### src/logic/flpc_pkg.sv
`default_nettype none
package flpc_pkg;
  // register indices; byte address is four times the index
  localparam logic [9:0] FPC_IDX   = 10'h0d1;
  localparam logic [9:0] EEC_IDX   = 10'h0d2;
  localparam logic [9:0] EWT_IDX   = 10'h0d3;
  localparam logic [9:0] STAT_IDX  = 10'h0e0;
  localparam logic [9:0] MASK_IDX  = 10'h0e1;
  localparam logic [9:0] CFG_IDX   = 10'h0e2;
  localparam int AXI_AW = 12;
  // field positions
  localparam int KEY_LSB  = 4;
  localparam int FMAP_BIT = 3;
  localparam int SEL_LSB  = 1;
  localparam int EMAP_BIT = 1;
  localparam int BUSY_BIT = 0;
  localparam logic [3:0] KEY_FIRST  = 4'h5;
  localparam logic [3:0] KEY_SECOND = 4'ha;
  localparam logic [3:0] KEY_NONE   = 4'h0;
  localparam logic [1:0] SEL_USER = 2'h0;
  localparam logic [1:0] SEL_XPG  = 2'h1;
  localparam logic [1:0] SEL_SEC  = 2'h2;
  // reset and erased values
  localparam logic [7:0] EWT_RST    = 8'h00;
  localparam logic [1:0] SEL_RST    = 2'h0;
  localparam logic [7:0] SEC_ERASED = 8'hff;
  // flash geometry
  localparam int PAGE_BYTES = 128;
  localparam int PAGE_COUNT = 512;
  localparam int BYTE_W     = $clog2(PAGE_BYTES);
  localparam int PAGE_W     = $clog2(PAGE_COUNT);
  localparam logic [15:0] BOOT_BASE = 16'hfc00;
  // timing
  localparam int CLK_PERIOD_NS = 10;
  localparam int PROG_TIME_MS  = 10;
  localparam int PROG_CYCLES   = PROG_TIME_MS * 1000000 / CLK_PERIOD_NS;
  localparam int CNT_W = 20;
  // interrupt status bits
  localparam int IRQ_FDONE = 0;
  localparam int IRQ_EDONE = 1;
  localparam int IRQ_ABORT = 2;
  localparam int IRQ_W     = 3;
  localparam logic [1:0] RESP_OKAY   = 2'h0;
  localparam logic [1:0] RESP_SLVERR = 2'h2;
endpackage : flpc_pkg
`default_nettype wire

### src/logic/flpc_flash_program_control.sv
// Contract
// - write timer register resets to zero
// - flash is 512 pages of 128 bytes
// - every program cycle erases its target before writing
// - top kilobyte holds loader code; application uses lower 63 Kbytes
// - programming starts only after key 5h then key Ah
// - map bit steers data moves to column latches and code reads to flash; code reads here ignore the map bit and follow only the external access pin
// - space select: 00 user, 01 extra page, 10 security byte, 11 reserved
// - busy flag set and cleared by hardware only
// - reset clears map, select and busy; key nibble undefined
// - security byte reads all ones after full erase, bits active low
// - security byte reachable only through parallel programming modes
// - flash byte reads insert no wait states
// - a program cycle takes 10 ms with busy held set
// - external access low fetches all code from external memory
// - extra page reachable only through its own space selection
// - eeprom launched by 5X then AX; eeprom busy held until done
`default_nettype none

module flpc_launch #(
  parameter int CNT_W = 20
) (
  input  wire logic             clk_i,
  input  wire logic             arst_n_i,
  input  wire logic             ce_i,
  input  wire logic             key_wr_i,
  input  wire logic [3:0]       key_i,
  input  wire logic [CNT_W-1:0] len_i,
  output logic                  busy_o,
  output logic                  start_o,
  output logic                  done_o,
  output logic                  abort_o,
  output logic [CNT_W-1:0]      cnt_o
);
  typedef enum {KEY_IDLE, KEY_ARMED, KEY_RUN} flpc_key_e;
  flpc_key_e        state_reg, state_next;
  logic [CNT_W-1:0] cnt_next;
  logic             start_next, done_next, abort_next;
  wire key_first  = key_wr_i && (key_i == flpc_pkg::KEY_FIRST);
  wire key_second = key_wr_i && (key_i == flpc_pkg::KEY_SECOND);
  wire last_cnt   = (cnt_o == CNT_W'(1));

  always_comb begin
    state_next = state_reg;
    cnt_next   = cnt_o;
    start_next = 1'b0;
    done_next  = 1'b0;
    abort_next = 1'b0;
    case (state_reg)
      KEY_IDLE: begin
        if (key_first) state_next = KEY_ARMED;
      end
      KEY_ARMED: begin
        if (key_second) begin
          state_next = KEY_RUN;
          cnt_next   = (len_i == '0) ? CNT_W'(1) : len_i;
          start_next = 1'b1;
        end else if (key_wr_i && !key_first) begin
          state_next = KEY_IDLE;
          abort_next = 1'b1;
        end
      end
      KEY_RUN: begin
        // key writes while running are ignored
        if (last_cnt) begin
          state_next = KEY_IDLE;
          done_next  = 1'b1;
        end
        cnt_next = cnt_o - CNT_W'(1);
      end
      default: state_next = KEY_IDLE;
    endcase
  end

  always_ff @(posedge clk_i or negedge arst_n_i) begin
    if (!arst_n_i) begin
      state_reg <= KEY_IDLE;
      cnt_o     <= '0;
      busy_o    <= 1'b0;
      start_o   <= 1'b0;
      done_o    <= 1'b0;
      abort_o   <= 1'b0;
    end else if (ce_i) begin
      state_reg <= state_next;
      cnt_o     <= cnt_next;
      busy_o    <= (state_next == KEY_RUN);
      start_o   <= start_next;
      done_o    <= done_next;
      abort_o   <= abort_next;
    end
  end
endmodule // flpc_launch

module flpc_flash_program_control #(
  parameter int PROG_CYCLES = flpc_pkg::PROG_CYCLES,
  parameter int EE_TICK     = 1000
) (
  input  wire logic                      clk_i,
  input  wire logic                      arst_n_i,
  input  wire logic                      ce_i,
  input  wire logic [flpc_pkg::AXI_AW-1:0] s_axi_awaddr,
  input  wire logic                      s_axi_awvalid,
  output logic                           s_axi_awready,
  input  wire logic [31:0]               s_axi_wdata,
  input  wire logic [3:0]                s_axi_wstrb,
  input  wire logic                      s_axi_wvalid,
  output logic                           s_axi_wready,
  output logic [1:0]                     s_axi_bresp,
  output logic                           s_axi_bvalid,
  input  wire logic                      s_axi_bready,
  input  wire logic [flpc_pkg::AXI_AW-1:0] s_axi_araddr,
  input  wire logic                      s_axi_arvalid,
  output logic                           s_axi_arready,
  output logic [31:0]                    s_axi_rdata,
  output logic [1:0]                     s_axi_rresp,
  output logic                           s_axi_rvalid,
  input  wire logic                      s_axi_rready,
  input  wire logic                      external_access_select_n_i,
  input  wire logic                      xmove_wr_i,
  input  wire logic [15:0]               xmove_addr_i,
  input  wire logic [7:0]                xmove_data_i,
  input  wire logic                      code_rd_i,
  input  wire logic [15:0]               code_addr_i,
  input  wire logic                      par_mode_i,
  input  wire logic                      par_erase_i,
  input  wire logic                      par_sec_wr_i,
  input  wire logic [7:0]                par_sec_data_i,
  output logic                           data_wr_o,
  output logic                           col_latch_wr_o,
  output logic                           ee_latch_wr_o,
  output logic [1:0]                     latch_space_o,
  output logic [flpc_pkg::PAGE_W-1:0]    latch_page_o,
  output logic [flpc_pkg::BYTE_W-1:0]    latch_byte_o,
  output logic [15:0]                    move_addr_o,
  output logic [7:0]                     move_data_o,
  output logic                           code_flash_rd_o,
  output logic                           code_ext_fetch_o,
  output logic [15:0]                    code_addr_o,
  output logic                           flash_prog_start_o,
  output logic                           flash_erase_phase_o,
  output logic                           flash_busy_flag_o,
  output logic                           eeprom_busy_flag_o,
  output logic [7:0]                     hardware_security_byte_o,
  output logic                           irq_o
);
  localparam int CW = flpc_pkg::CNT_W;
  localparam int EW = flpc_pkg::IRQ_W;

  logic [3:0] flash_launch_key_reg, eeprom_key_reg;
  logic       flash_space_map_reg, eeprom_map_reg, boot_wr_en_reg;
  logic [1:0] flash_space_select_reg;
  logic [7:0] eeprom_write_timer_reg;
  logic [EW-1:0] irq_stat_reg, irq_mask_reg;
  logic       xa_s1_reg, xa_s2_reg, xa_s3_reg, xa_state_reg;
  logic       awready_reg, arready_reg;
  logic       fl_busy, fl_done, fl_abort, ee_busy, ee_done, ee_abort;
  logic [CW-1:0] fl_cnt;
  logic [31:0]   rd_data;

  // bus decode
  wire wr_go   = s_axi_awvalid && s_axi_wvalid && !awready_reg && !s_axi_bvalid;
  wire rd_go   = s_axi_arvalid && !arready_reg && !s_axi_rvalid;
  wire wr_fire = awready_reg;
  wire rd_fire = arready_reg;
  wire [9:0] w_idx = s_axi_awaddr[flpc_pkg::AXI_AW-1:2];
  wire [9:0] r_idx = s_axi_araddr[flpc_pkg::AXI_AW-1:2];
  wire [7:0] wd    = s_axi_wdata[7:0];
  wire       wen   = wr_fire && s_axi_wstrb[0];
  wire hit_fpc   = wen && (w_idx == flpc_pkg::FPC_IDX);
  wire hit_eec   = wen && (w_idx == flpc_pkg::EEC_IDX);
  wire hit_ewt   = wen && (w_idx == flpc_pkg::EWT_IDX);
  wire hit_stat  = wen && (w_idx == flpc_pkg::STAT_IDX);
  wire hit_mask  = wen && (w_idx == flpc_pkg::MASK_IDX);
  wire hit_cfg   = wen && (w_idx == flpc_pkg::CFG_IDX);
  wire w_mapped  = (w_idx == flpc_pkg::FPC_IDX) || (w_idx == flpc_pkg::EEC_IDX)
                || (w_idx == flpc_pkg::EWT_IDX) || (w_idx == flpc_pkg::STAT_IDX)
                || (w_idx == flpc_pkg::MASK_IDX) || (w_idx == flpc_pkg::CFG_IDX);
  wire r_mapped  = (r_idx == flpc_pkg::FPC_IDX) || (r_idx == flpc_pkg::EEC_IDX)
                || (r_idx == flpc_pkg::EWT_IDX) || (r_idx == flpc_pkg::STAT_IDX)
                || (r_idx == flpc_pkg::MASK_IDX) || (r_idx == flpc_pkg::CFG_IDX);
  wire [7:0] fpc_rd = {flash_launch_key_reg, flash_space_map_reg,
                       flash_space_select_reg, fl_busy};
  wire [7:0] eec_rd = {eeprom_key_reg, 2'h0, eeprom_map_reg, ee_busy};
  assign rd_data =
      (r_idx == flpc_pkg::FPC_IDX)   ? {24'h0, fpc_rd} :
      (r_idx == flpc_pkg::EEC_IDX)   ? {24'h0, eec_rd} :
      (r_idx == flpc_pkg::EWT_IDX)   ? {24'h0, eeprom_write_timer_reg} :
      (r_idx == flpc_pkg::STAT_IDX)  ? {{(32-EW){1'b0}}, irq_stat_reg} :
      (r_idx == flpc_pkg::MASK_IDX)  ? {{(32-EW){1'b0}}, irq_mask_reg} :
      (r_idx == flpc_pkg::CFG_IDX)   ? {31'h0, boot_wr_en_reg} : 32'h0;

  // launch keys; security byte and reserved space cannot be launched
  wire [1:0] wsel   = wd[flpc_pkg::SEL_LSB +: 2];
  wire       sel_ok = (wsel == flpc_pkg::SEL_USER) || (wsel == flpc_pkg::SEL_XPG);
  wire [3:0] fl_key = sel_ok ? wd[flpc_pkg::KEY_LSB +: 4] : flpc_pkg::KEY_NONE;
  wire [CW-1:0] fl_len = CW'(PROG_CYCLES);
  wire [CW-1:0] ee_len = CW'(eeprom_write_timer_reg * EE_TICK);

  flpc_launch #(.CNT_W(CW)) u_flash (
    .clk_i    (clk_i),
    .arst_n_i (arst_n_i),
    .ce_i     (ce_i),
    .key_wr_i (hit_fpc),
    .key_i    (fl_key),
    .len_i    (fl_len),
    .busy_o   (fl_busy),
    .start_o  (flash_prog_start_o),
    .done_o   (fl_done),
    .abort_o  (fl_abort),
    .cnt_o    (fl_cnt)
  );

  flpc_launch #(.CNT_W(CW)) u_eeprom (
    .clk_i    (clk_i),
    .arst_n_i (arst_n_i),
    .ce_i     (ce_i),
    .key_wr_i (hit_eec),
    .key_i    (wd[flpc_pkg::KEY_LSB +: 4]),
    .len_i    (ee_len),
    .busy_o   (ee_busy),
    .start_o  (),
    .done_o   (ee_done),
    .abort_o  (ee_abort),
    .cnt_o    ()
  );
  assign flash_busy_flag_o  = fl_busy;
  assign eeprom_busy_flag_o = ee_busy;

  // data move and code read routing
  wire in_boot  = (xmove_addr_i >= flpc_pkg::BOOT_BASE) && !boot_wr_en_reg;
  wire fl_space = (flash_space_select_reg == flpc_pkg::SEL_XPG)
               || ((flash_space_select_reg == flpc_pkg::SEL_USER) && !in_boot);
  wire fl_wr    = xmove_wr_i && flash_space_map_reg;
  wire ee_wr    = xmove_wr_i && !flash_space_map_reg && eeprom_map_reg;
  wire dat_wr   = xmove_wr_i && !flash_space_map_reg && !eeprom_map_reg;
  wire [EW-1:0] ev = {(fl_abort || ee_abort), ee_done, fl_done};

  always_ff @(posedge clk_i or negedge arst_n_i) begin
    if (!arst_n_i) begin
      awready_reg   <= 1'b0;
      s_axi_wready  <= 1'b0;
      s_axi_bvalid  <= 1'b0;
      s_axi_bresp   <= flpc_pkg::RESP_OKAY;
    end else if (ce_i) begin
      awready_reg   <= wr_go;
      s_axi_wready  <= wr_go;
      if (wr_fire) begin
        s_axi_bvalid <= 1'b1;
        s_axi_bresp  <= w_mapped ? flpc_pkg::RESP_OKAY : flpc_pkg::RESP_SLVERR;
      end else if (s_axi_bready) begin
        s_axi_bvalid <= 1'b0;
      end
    end
  end
  assign s_axi_awready = awready_reg;

  always_ff @(posedge clk_i or negedge arst_n_i) begin
    if (!arst_n_i) begin
      arready_reg  <= 1'b0;
      s_axi_rvalid <= 1'b0;
      s_axi_rdata  <= 32'h0;
      s_axi_rresp  <= flpc_pkg::RESP_OKAY;
    end else if (ce_i) begin
      arready_reg <= rd_go;
      if (rd_fire) begin
        s_axi_rvalid <= 1'b1;
        s_axi_rdata  <= rd_data;
        s_axi_rresp  <= r_mapped ? flpc_pkg::RESP_OKAY : flpc_pkg::RESP_SLVERR;
      end else if (s_axi_rready) begin
        s_axi_rvalid <= 1'b0;
      end
    end
  end
  assign s_axi_arready = arready_reg;

  always_ff @(posedge clk_i or negedge arst_n_i) begin
    if (!arst_n_i) begin
      flash_launch_key_reg   <= flpc_pkg::KEY_NONE;
      flash_space_map_reg    <= 1'b0;
      flash_space_select_reg <= flpc_pkg::SEL_RST;
      eeprom_key_reg         <= flpc_pkg::KEY_NONE;
      eeprom_map_reg         <= 1'b0;
      eeprom_write_timer_reg <= flpc_pkg::EWT_RST;
      irq_mask_reg           <= '0;
      boot_wr_en_reg         <= 1'b0;
    end else if (ce_i) begin
      if (hit_fpc) begin
        // busy bit is not writable
        flash_launch_key_reg   <= wd[flpc_pkg::KEY_LSB +: 4];
        flash_space_map_reg    <= wd[flpc_pkg::FMAP_BIT];
        flash_space_select_reg <= wsel;
      end
      if (hit_eec) begin
        eeprom_key_reg <= wd[flpc_pkg::KEY_LSB +: 4];
        eeprom_map_reg <= wd[flpc_pkg::EMAP_BIT];
      end
      if (hit_ewt) eeprom_write_timer_reg <= wd;
      if (hit_mask) irq_mask_reg <= wd[EW-1:0];
      if (hit_cfg) boot_wr_en_reg <= wd[0];
    end
  end

  // sticky events, write one to clear, a new event wins
  always_ff @(posedge clk_i or negedge arst_n_i) begin
    if (!arst_n_i) begin
      irq_stat_reg <= '0;
      irq_o        <= 1'b0;
    end else if (ce_i) begin
      irq_stat_reg <= (irq_stat_reg & ~(hit_stat ? wd[EW-1:0] : '0)) | ev;
      irq_o        <= |(((irq_stat_reg & ~(hit_stat ? wd[EW-1:0] : '0)) | ev)
                        & irq_mask_reg);
    end
  end

  // external access pin: three stages, second and third must agree
  always_ff @(posedge clk_i or negedge arst_n_i) begin
    if (!arst_n_i) begin
      xa_s1_reg    <= 1'b1;
      xa_s2_reg    <= 1'b1;
      xa_s3_reg    <= 1'b1;
      xa_state_reg <= 1'b1;
    end else if (ce_i) begin
      xa_s1_reg <= external_access_select_n_i;
      xa_s2_reg <= xa_s1_reg;
      xa_s3_reg <= xa_s2_reg;
      if (xa_s2_reg == xa_s3_reg) xa_state_reg <= xa_s3_reg;
    end
  end

  always_ff @(posedge clk_i or negedge arst_n_i) begin
    if (!arst_n_i) begin
      data_wr_o        <= 1'b0;
      col_latch_wr_o   <= 1'b0;
      ee_latch_wr_o    <= 1'b0;
      latch_space_o    <= flpc_pkg::SEL_RST;
      latch_page_o     <= '0;
      latch_byte_o     <= '0;
      move_addr_o      <= 16'h0;
      move_data_o      <= 8'h0;
      code_flash_rd_o  <= 1'b0;
      code_ext_fetch_o <= 1'b0;
      code_addr_o      <= 16'h0;
    end else if (ce_i) begin
      data_wr_o      <= dat_wr;
      col_latch_wr_o <= fl_wr && fl_space;
      ee_latch_wr_o  <= ee_wr;
      latch_space_o  <= flash_space_select_reg;
      latch_page_o   <= xmove_addr_i[15 -: flpc_pkg::PAGE_W];
      latch_byte_o   <= xmove_addr_i[flpc_pkg::BYTE_W-1:0];
      move_addr_o    <= xmove_addr_i;
      move_data_o    <= xmove_data_i;
      // one fixed cycle for every code read, never stretched
      code_flash_rd_o  <= code_rd_i && xa_state_reg;
      code_ext_fetch_o <= code_rd_i && !xa_state_reg;
      code_addr_o      <= code_addr_i;
    end
  end

  // first half of a cycle erases, second half writes
  always_ff @(posedge clk_i or negedge arst_n_i) begin
    if (!arst_n_i) begin
      flash_erase_phase_o <= 1'b0;
    end else if (ce_i) begin
      flash_erase_phase_o <= fl_busy && (fl_cnt > CW'(PROG_CYCLES / 2));
    end
  end

  // security byte: parallel programming access only, erased to all ones
  always_ff @(posedge clk_i or negedge arst_n_i) begin
    if (!arst_n_i) begin
      hardware_security_byte_o <= flpc_pkg::SEC_ERASED;
    end else if (ce_i && par_mode_i) begin
      if (par_erase_i) hardware_security_byte_o <= flpc_pkg::SEC_ERASED;
      else if (par_sec_wr_i) hardware_security_byte_o <= par_sec_data_i;
    end
  end
endmodule // flpc_flash_program_control
`default_nettype wire

### config.mk
export PLATFORM = sky130hd
export DESIGN_NAME = flpc_flash_program_control
export DESIGN_NICKNAME = d
export VERILOG_FILES = /design/src/logic/flpc_pkg.sv /design/src/logic/flpc_flash_program_control.sv
export SDC_FILE = /design/constraint.sdc
export NUM_CORES = 1
export LEC_CHECK = 0
export BUFFER_PORTS_ARGS = -buffer_cell sky130_fd_sc_hd__buf_4
export CORE_UTILIZATION = 40
export CTS_BUF_LIST = sky130_fd_sc_hd__clkbuf_16
export CTS_CLUSTER_SIZE = 10
export DETAILED_ROUTE_END_ITERATION = 10
export PLACE_DENSITY_LB_ADDON = 0.08
export SYNTH_ARGS = -nofsm -noshare
export SYNTH_HDL_FRONTEND = slang
export SYNTH_SLANG_ARGS = --single-unit
### constraint.sdc
create_clock -name clk_i -period 4.11 [get_ports clk_i]
set_input_delay 0.6165 -clock clk_i [delete_from_list [all_inputs] [get_ports clk_i]]
set_output_delay 0.6165 -clock clk_i [all_outputs]
set_load 0.05 [all_outputs]
==> results.sh <==
export IMPL_status="finished with violations"
export IMPL_failed_checks="setup timing"
export IMPL_clk_pin_slew_ns=0.06
export IMPL_finalSetupViolCount=8
export IMPL_p_total_mw=6.27
export IMPL_start_util=0.412
export IMPL_gp_congestion=0.816
export IMPL_nNetsFinal=1460
export IMPL_portBuffers=181
export IMPL_pwr_share_clk=0.316
export IMPL_fill_cells=2448
export IMPL_crit_path_start_kind="flip-flop"
export IMPL_powerDensity_mw_per_mm2=438
export IMPL_hpwlAfterDp_um=18900
export IMPL_synthFlopType="dfrtp_1"
export IMPL_wl_um=26400
export IMPL_cp_arrival_ns=4.85
export IMPL_drtIter0Drc=374
export IMPL_p_sw_frac=0.340
export IMPL_synth_edf_count=0
export IMPL_cts_sinks=213
export IMPL_p_int_mw=4.13
export IMPL_firstDrtPassIters=4
export IMPL_crit_path_end_kind="flip-flop"
export IMPL_worstPathRequired_ns=4.50
export IMPL_dieArea_mm2=0.0286
export IMPL_synth_async_reset_ratio=1.00
export IMPL_maxSlewHeadroom=0.367
export IMPL_core_mm2=0.0272
export IMPL_grt_setup_unrepaired="true"
export IMPL_power_share_sequential=0.422
export IMPL_combPwrFrac=0.261
export IMPL_grt_pass1_vias=8416
export IMPL_area_growth_pct=27.8
export IMPL_track_usage=0.187
export IMPL_cts_buffer_depth=3
export IMPL_final_core_util=0.526
export IMPL_final_period_utilization=1.09
export IMPL_final_max_slew_viol_count=0
export IMPL_io_pins=239
export IMPL_die_h_um=169
export IMPL_yosysUniqueCellTypes=76
export IMPL_hold_viol_final=0
export IMPL_peakVddDrop_uv=281
export IMPL_tightest_slew_ns=0.945
export IMPL_fin_skew_ns=0.0198
export IMPL_cts_buffers=26
export IMPL_h_tree_depth=1
export IMPL_antenna_found_initial=0
export IMPL_leakage_nw=6.73
export IMPL_fin_setup_tns_ns=-1.60
export IMPL_synth_warnings=0
export IMPL_grt_pass1_wl_um=43700
export IMPL_rows=60
export IMPL_finalCriticalPeriod_ns=4.46
export IMPL_hold_path_class="in2async"
export IMPL_netlist_area_mm2=0.0112
export IMPL_drc=0
export IMPL_syn_area_per_cell_um2=10.8
export IMPL_worst_slack_ns=-0.355
export IMPL_netlist_instances=1039
export IMPL_whs_ns=0.151
export IMPL_crit_path_max_fanout=4
export IMPL_drive_gt1_frac=0.354
export IMPL_synth_seq_area_share=0.478
export IMPL_cts_tree="built"
export IMPL_ys_ff_latch=213
export IMPL_routedWlPerCell_um=15.9
export IMPL_grt_overflow=0
export IMPL_clock_root_buffer="clkbuf_16"
export IMPL_grt_max_degree=118
export IMPL_criticalPathCategory="reg2reg"
export IMPL_fmax_mhz=224
export IMPL_cap_viol_max_count=0
export IMPL_clk_latency_ns=0.53
export IMPL_die_x_um=169
export IMPL_antennaDiodeCount=0
export IMPL_vias_per_cell=5.04
export IMPL_vias=8367
export IMPL_p_sw_mw=2.13
export IMPL_antenna_left=0
==> power groups by stage <==
stage	Combinational (mW)	Sequential [mW]	Clock (mW)
3_5_place_dp	1.57	2.67	0
6_report	1.64	2.65	1.98
5_1_grt	1.78	2.69	2.14
3_3_place_gp	1.55	2.67	0
2_1_floorplan	0.876	2.88	0
4_1_cts	1.62	2.64	2.05
==> path summary, 6_finish.rpt <==
| check | from | to | slack, ns | cells past startpoint |
|---|---|---|---|---|
| worst max-delay path | eeprom_write_timer_reg[2]$_DFFE_PN0P_ | u_eeprom.cnt_o[4]$_DFFE_PN0P_ | -0.35 | 15 |
| worst min-delay path | arst_n_i | s_axi_arready$_DFFE_PN0P_ | 0.15 | 1 |
| worst max register to register | eeprom_write_timer_reg[2]$_DFFE_PN0P_ | u_eeprom.cnt_o[4]$_DFFE_PN0P_ | -0.35 | 15 |
| worst min register to register | hardware_security_byte_o[6]$_DFFE_PN1P_ | hardware_security_byte_o[6]$_DFFE_PN1P_ | 0.48 | 2 |
| max in group asynchronous | arst_n_i | xa_s3_reg$_DFFE_PN1P_ | 3.01 | 2 |
| min in group clk_i | xmove_addr_i[6] | move_addr_o[6]$_DFFE_PN0P_ | 0.31 | 2 |
==> cell families (layout without fill, tap and decap cells) <==
group / count (synthesis) / in the layout / share of synthesized area
AOI/OAI and AO/OA: 177 / 177 / 0.0999
other: 1 / 26 / 0.000335
buffers and inverters: 132 / 356 / 0.0622
xor gates and xnor gates: 28 / 28 / 0.0219
muxes: 71 / 71 / 0.0710
adders and majority gates: 65 / 65 / 0.0868
DFF: 213 / 213 / 0.478
and+or+nand+nor: 352 / 352 / 0.180
==> layer usage <==
layer,track usage,part of all wire
met5,0,0
met4,0.0407,0.014
met3,0.0434,0.069
met2,0.287,0.44
met1,0.269,0.48
==> through the flow <==
| step | setup slack (ns) | std cells | cell area (µm²) |
|---|---|---|---|
| 3_3_place_gp | -0.453 | 1609 | 13200 |
| 4_1_cts | -0.443 | 1657 | 14200 |
| 3_5_place_dp | -0.509 | 1609 | 13200 |
| 2_1_floorplan | -0.323 | 1064 | 11300 |
| 5_1_grt | -0.499 | 1660 | 14300 |
| 6_report | -0.355 | 1660 | 14300 |
==> layout make-up <==
cell class	count	area (µm²)	area share
multi-input combinational	719	5550	0.388
sequential	213	5350	0.374
timing repair buffer	262	2020	0.141
clock buffer	26	651	0.0455
tap	372	465	0.0325
inverter	51	191	0.0134
clock inverter	17	77.6	0.00542
==> worst max-delay path: stages (launching register included) <==
cell and delay (ns):
dfrtp_2 0.44, fa_1 0.52, xor2_1 0.18, ha_1 0.31, fa_1 0.50, inv_1 0.05, fa_1 0.49, inv_2 0.05
ha_4 0.21, and4_4 0.18, or4_4 0.50, a2111oi_4 0.32, o2111ai_2 0.18, nor4_4 0.16, buf_4 0.17, o41ai_1 0.06
==> timing repair <==
action | CTS | global route
gates resized for setup | 33 | 23
endpoints found under the setup margin | 8 | 9
setup buffers | 5 | 5
pin swaps | 13 | 20
hold buffers | 0 | 0
==> synth_stat cells, types with 8 or more instances <==
cell type | number | area [µm²]
dfrtp_1 | 201 | 5030
nand2_1 | 87 | 327
mux2_2 | 67 | 754
o21ai_0 | 61 | 305
nor2_1 | 55 | 206
inv_1 | 51 | 191
buf_4 | 44 | 330
ha_1 | 44 | 551
a21oi_1 | 41 | 205
nor2b_1 | 36 | 225
nor4_1 | 30 | 188
clkbuf_1 | 22 | 82.6
and2_4 | 21 | 184
fa_1 | 21 | 420
xnor2_1 | 19 | 166
nand4_1 | 17 | 106
and2_1 | 15 | 93.8
nor3_1 | 15 | 75.1
nand3_1 | 14 | 70.1
dfstp_2 | 12 | 315
a21o_1 | 9 | 67.6
xor2_1 | 9 | 78.8
a22oi_1 | 8 | 60.1
nand2b_1 | 8 | 50.1
==> cells in the final DEF (no fill, tap or decap), types with 5 or more instances in the layout <==
cell type	n
a21o_1	9
nand4_1	17
nor3_1	15
o31ai_1	6
conb_1	26
inv_2	5
nand2_1	86
mux2_2	67
xnor2_1	18
ha_4	9
clkbuf_16	26
inv_1	58
buf_6	5
fa_1	21
a21oi_2	6
dfstp_2	12
nor2_1	55
nor2b_1	36
dfrtp_1	197
and2_4	22
a21oi_1	35
nand2b_1	8
nor4_1	30
buf_4	254
nand3_1	13
and2_1	14
or4_1	5
a22o_1	5
xor2_1	7
a22oi_1	8
or3_1	5
ha_1	35
o21ai_0	58
No activity file was read; power rests on OpenSTA's default activity.
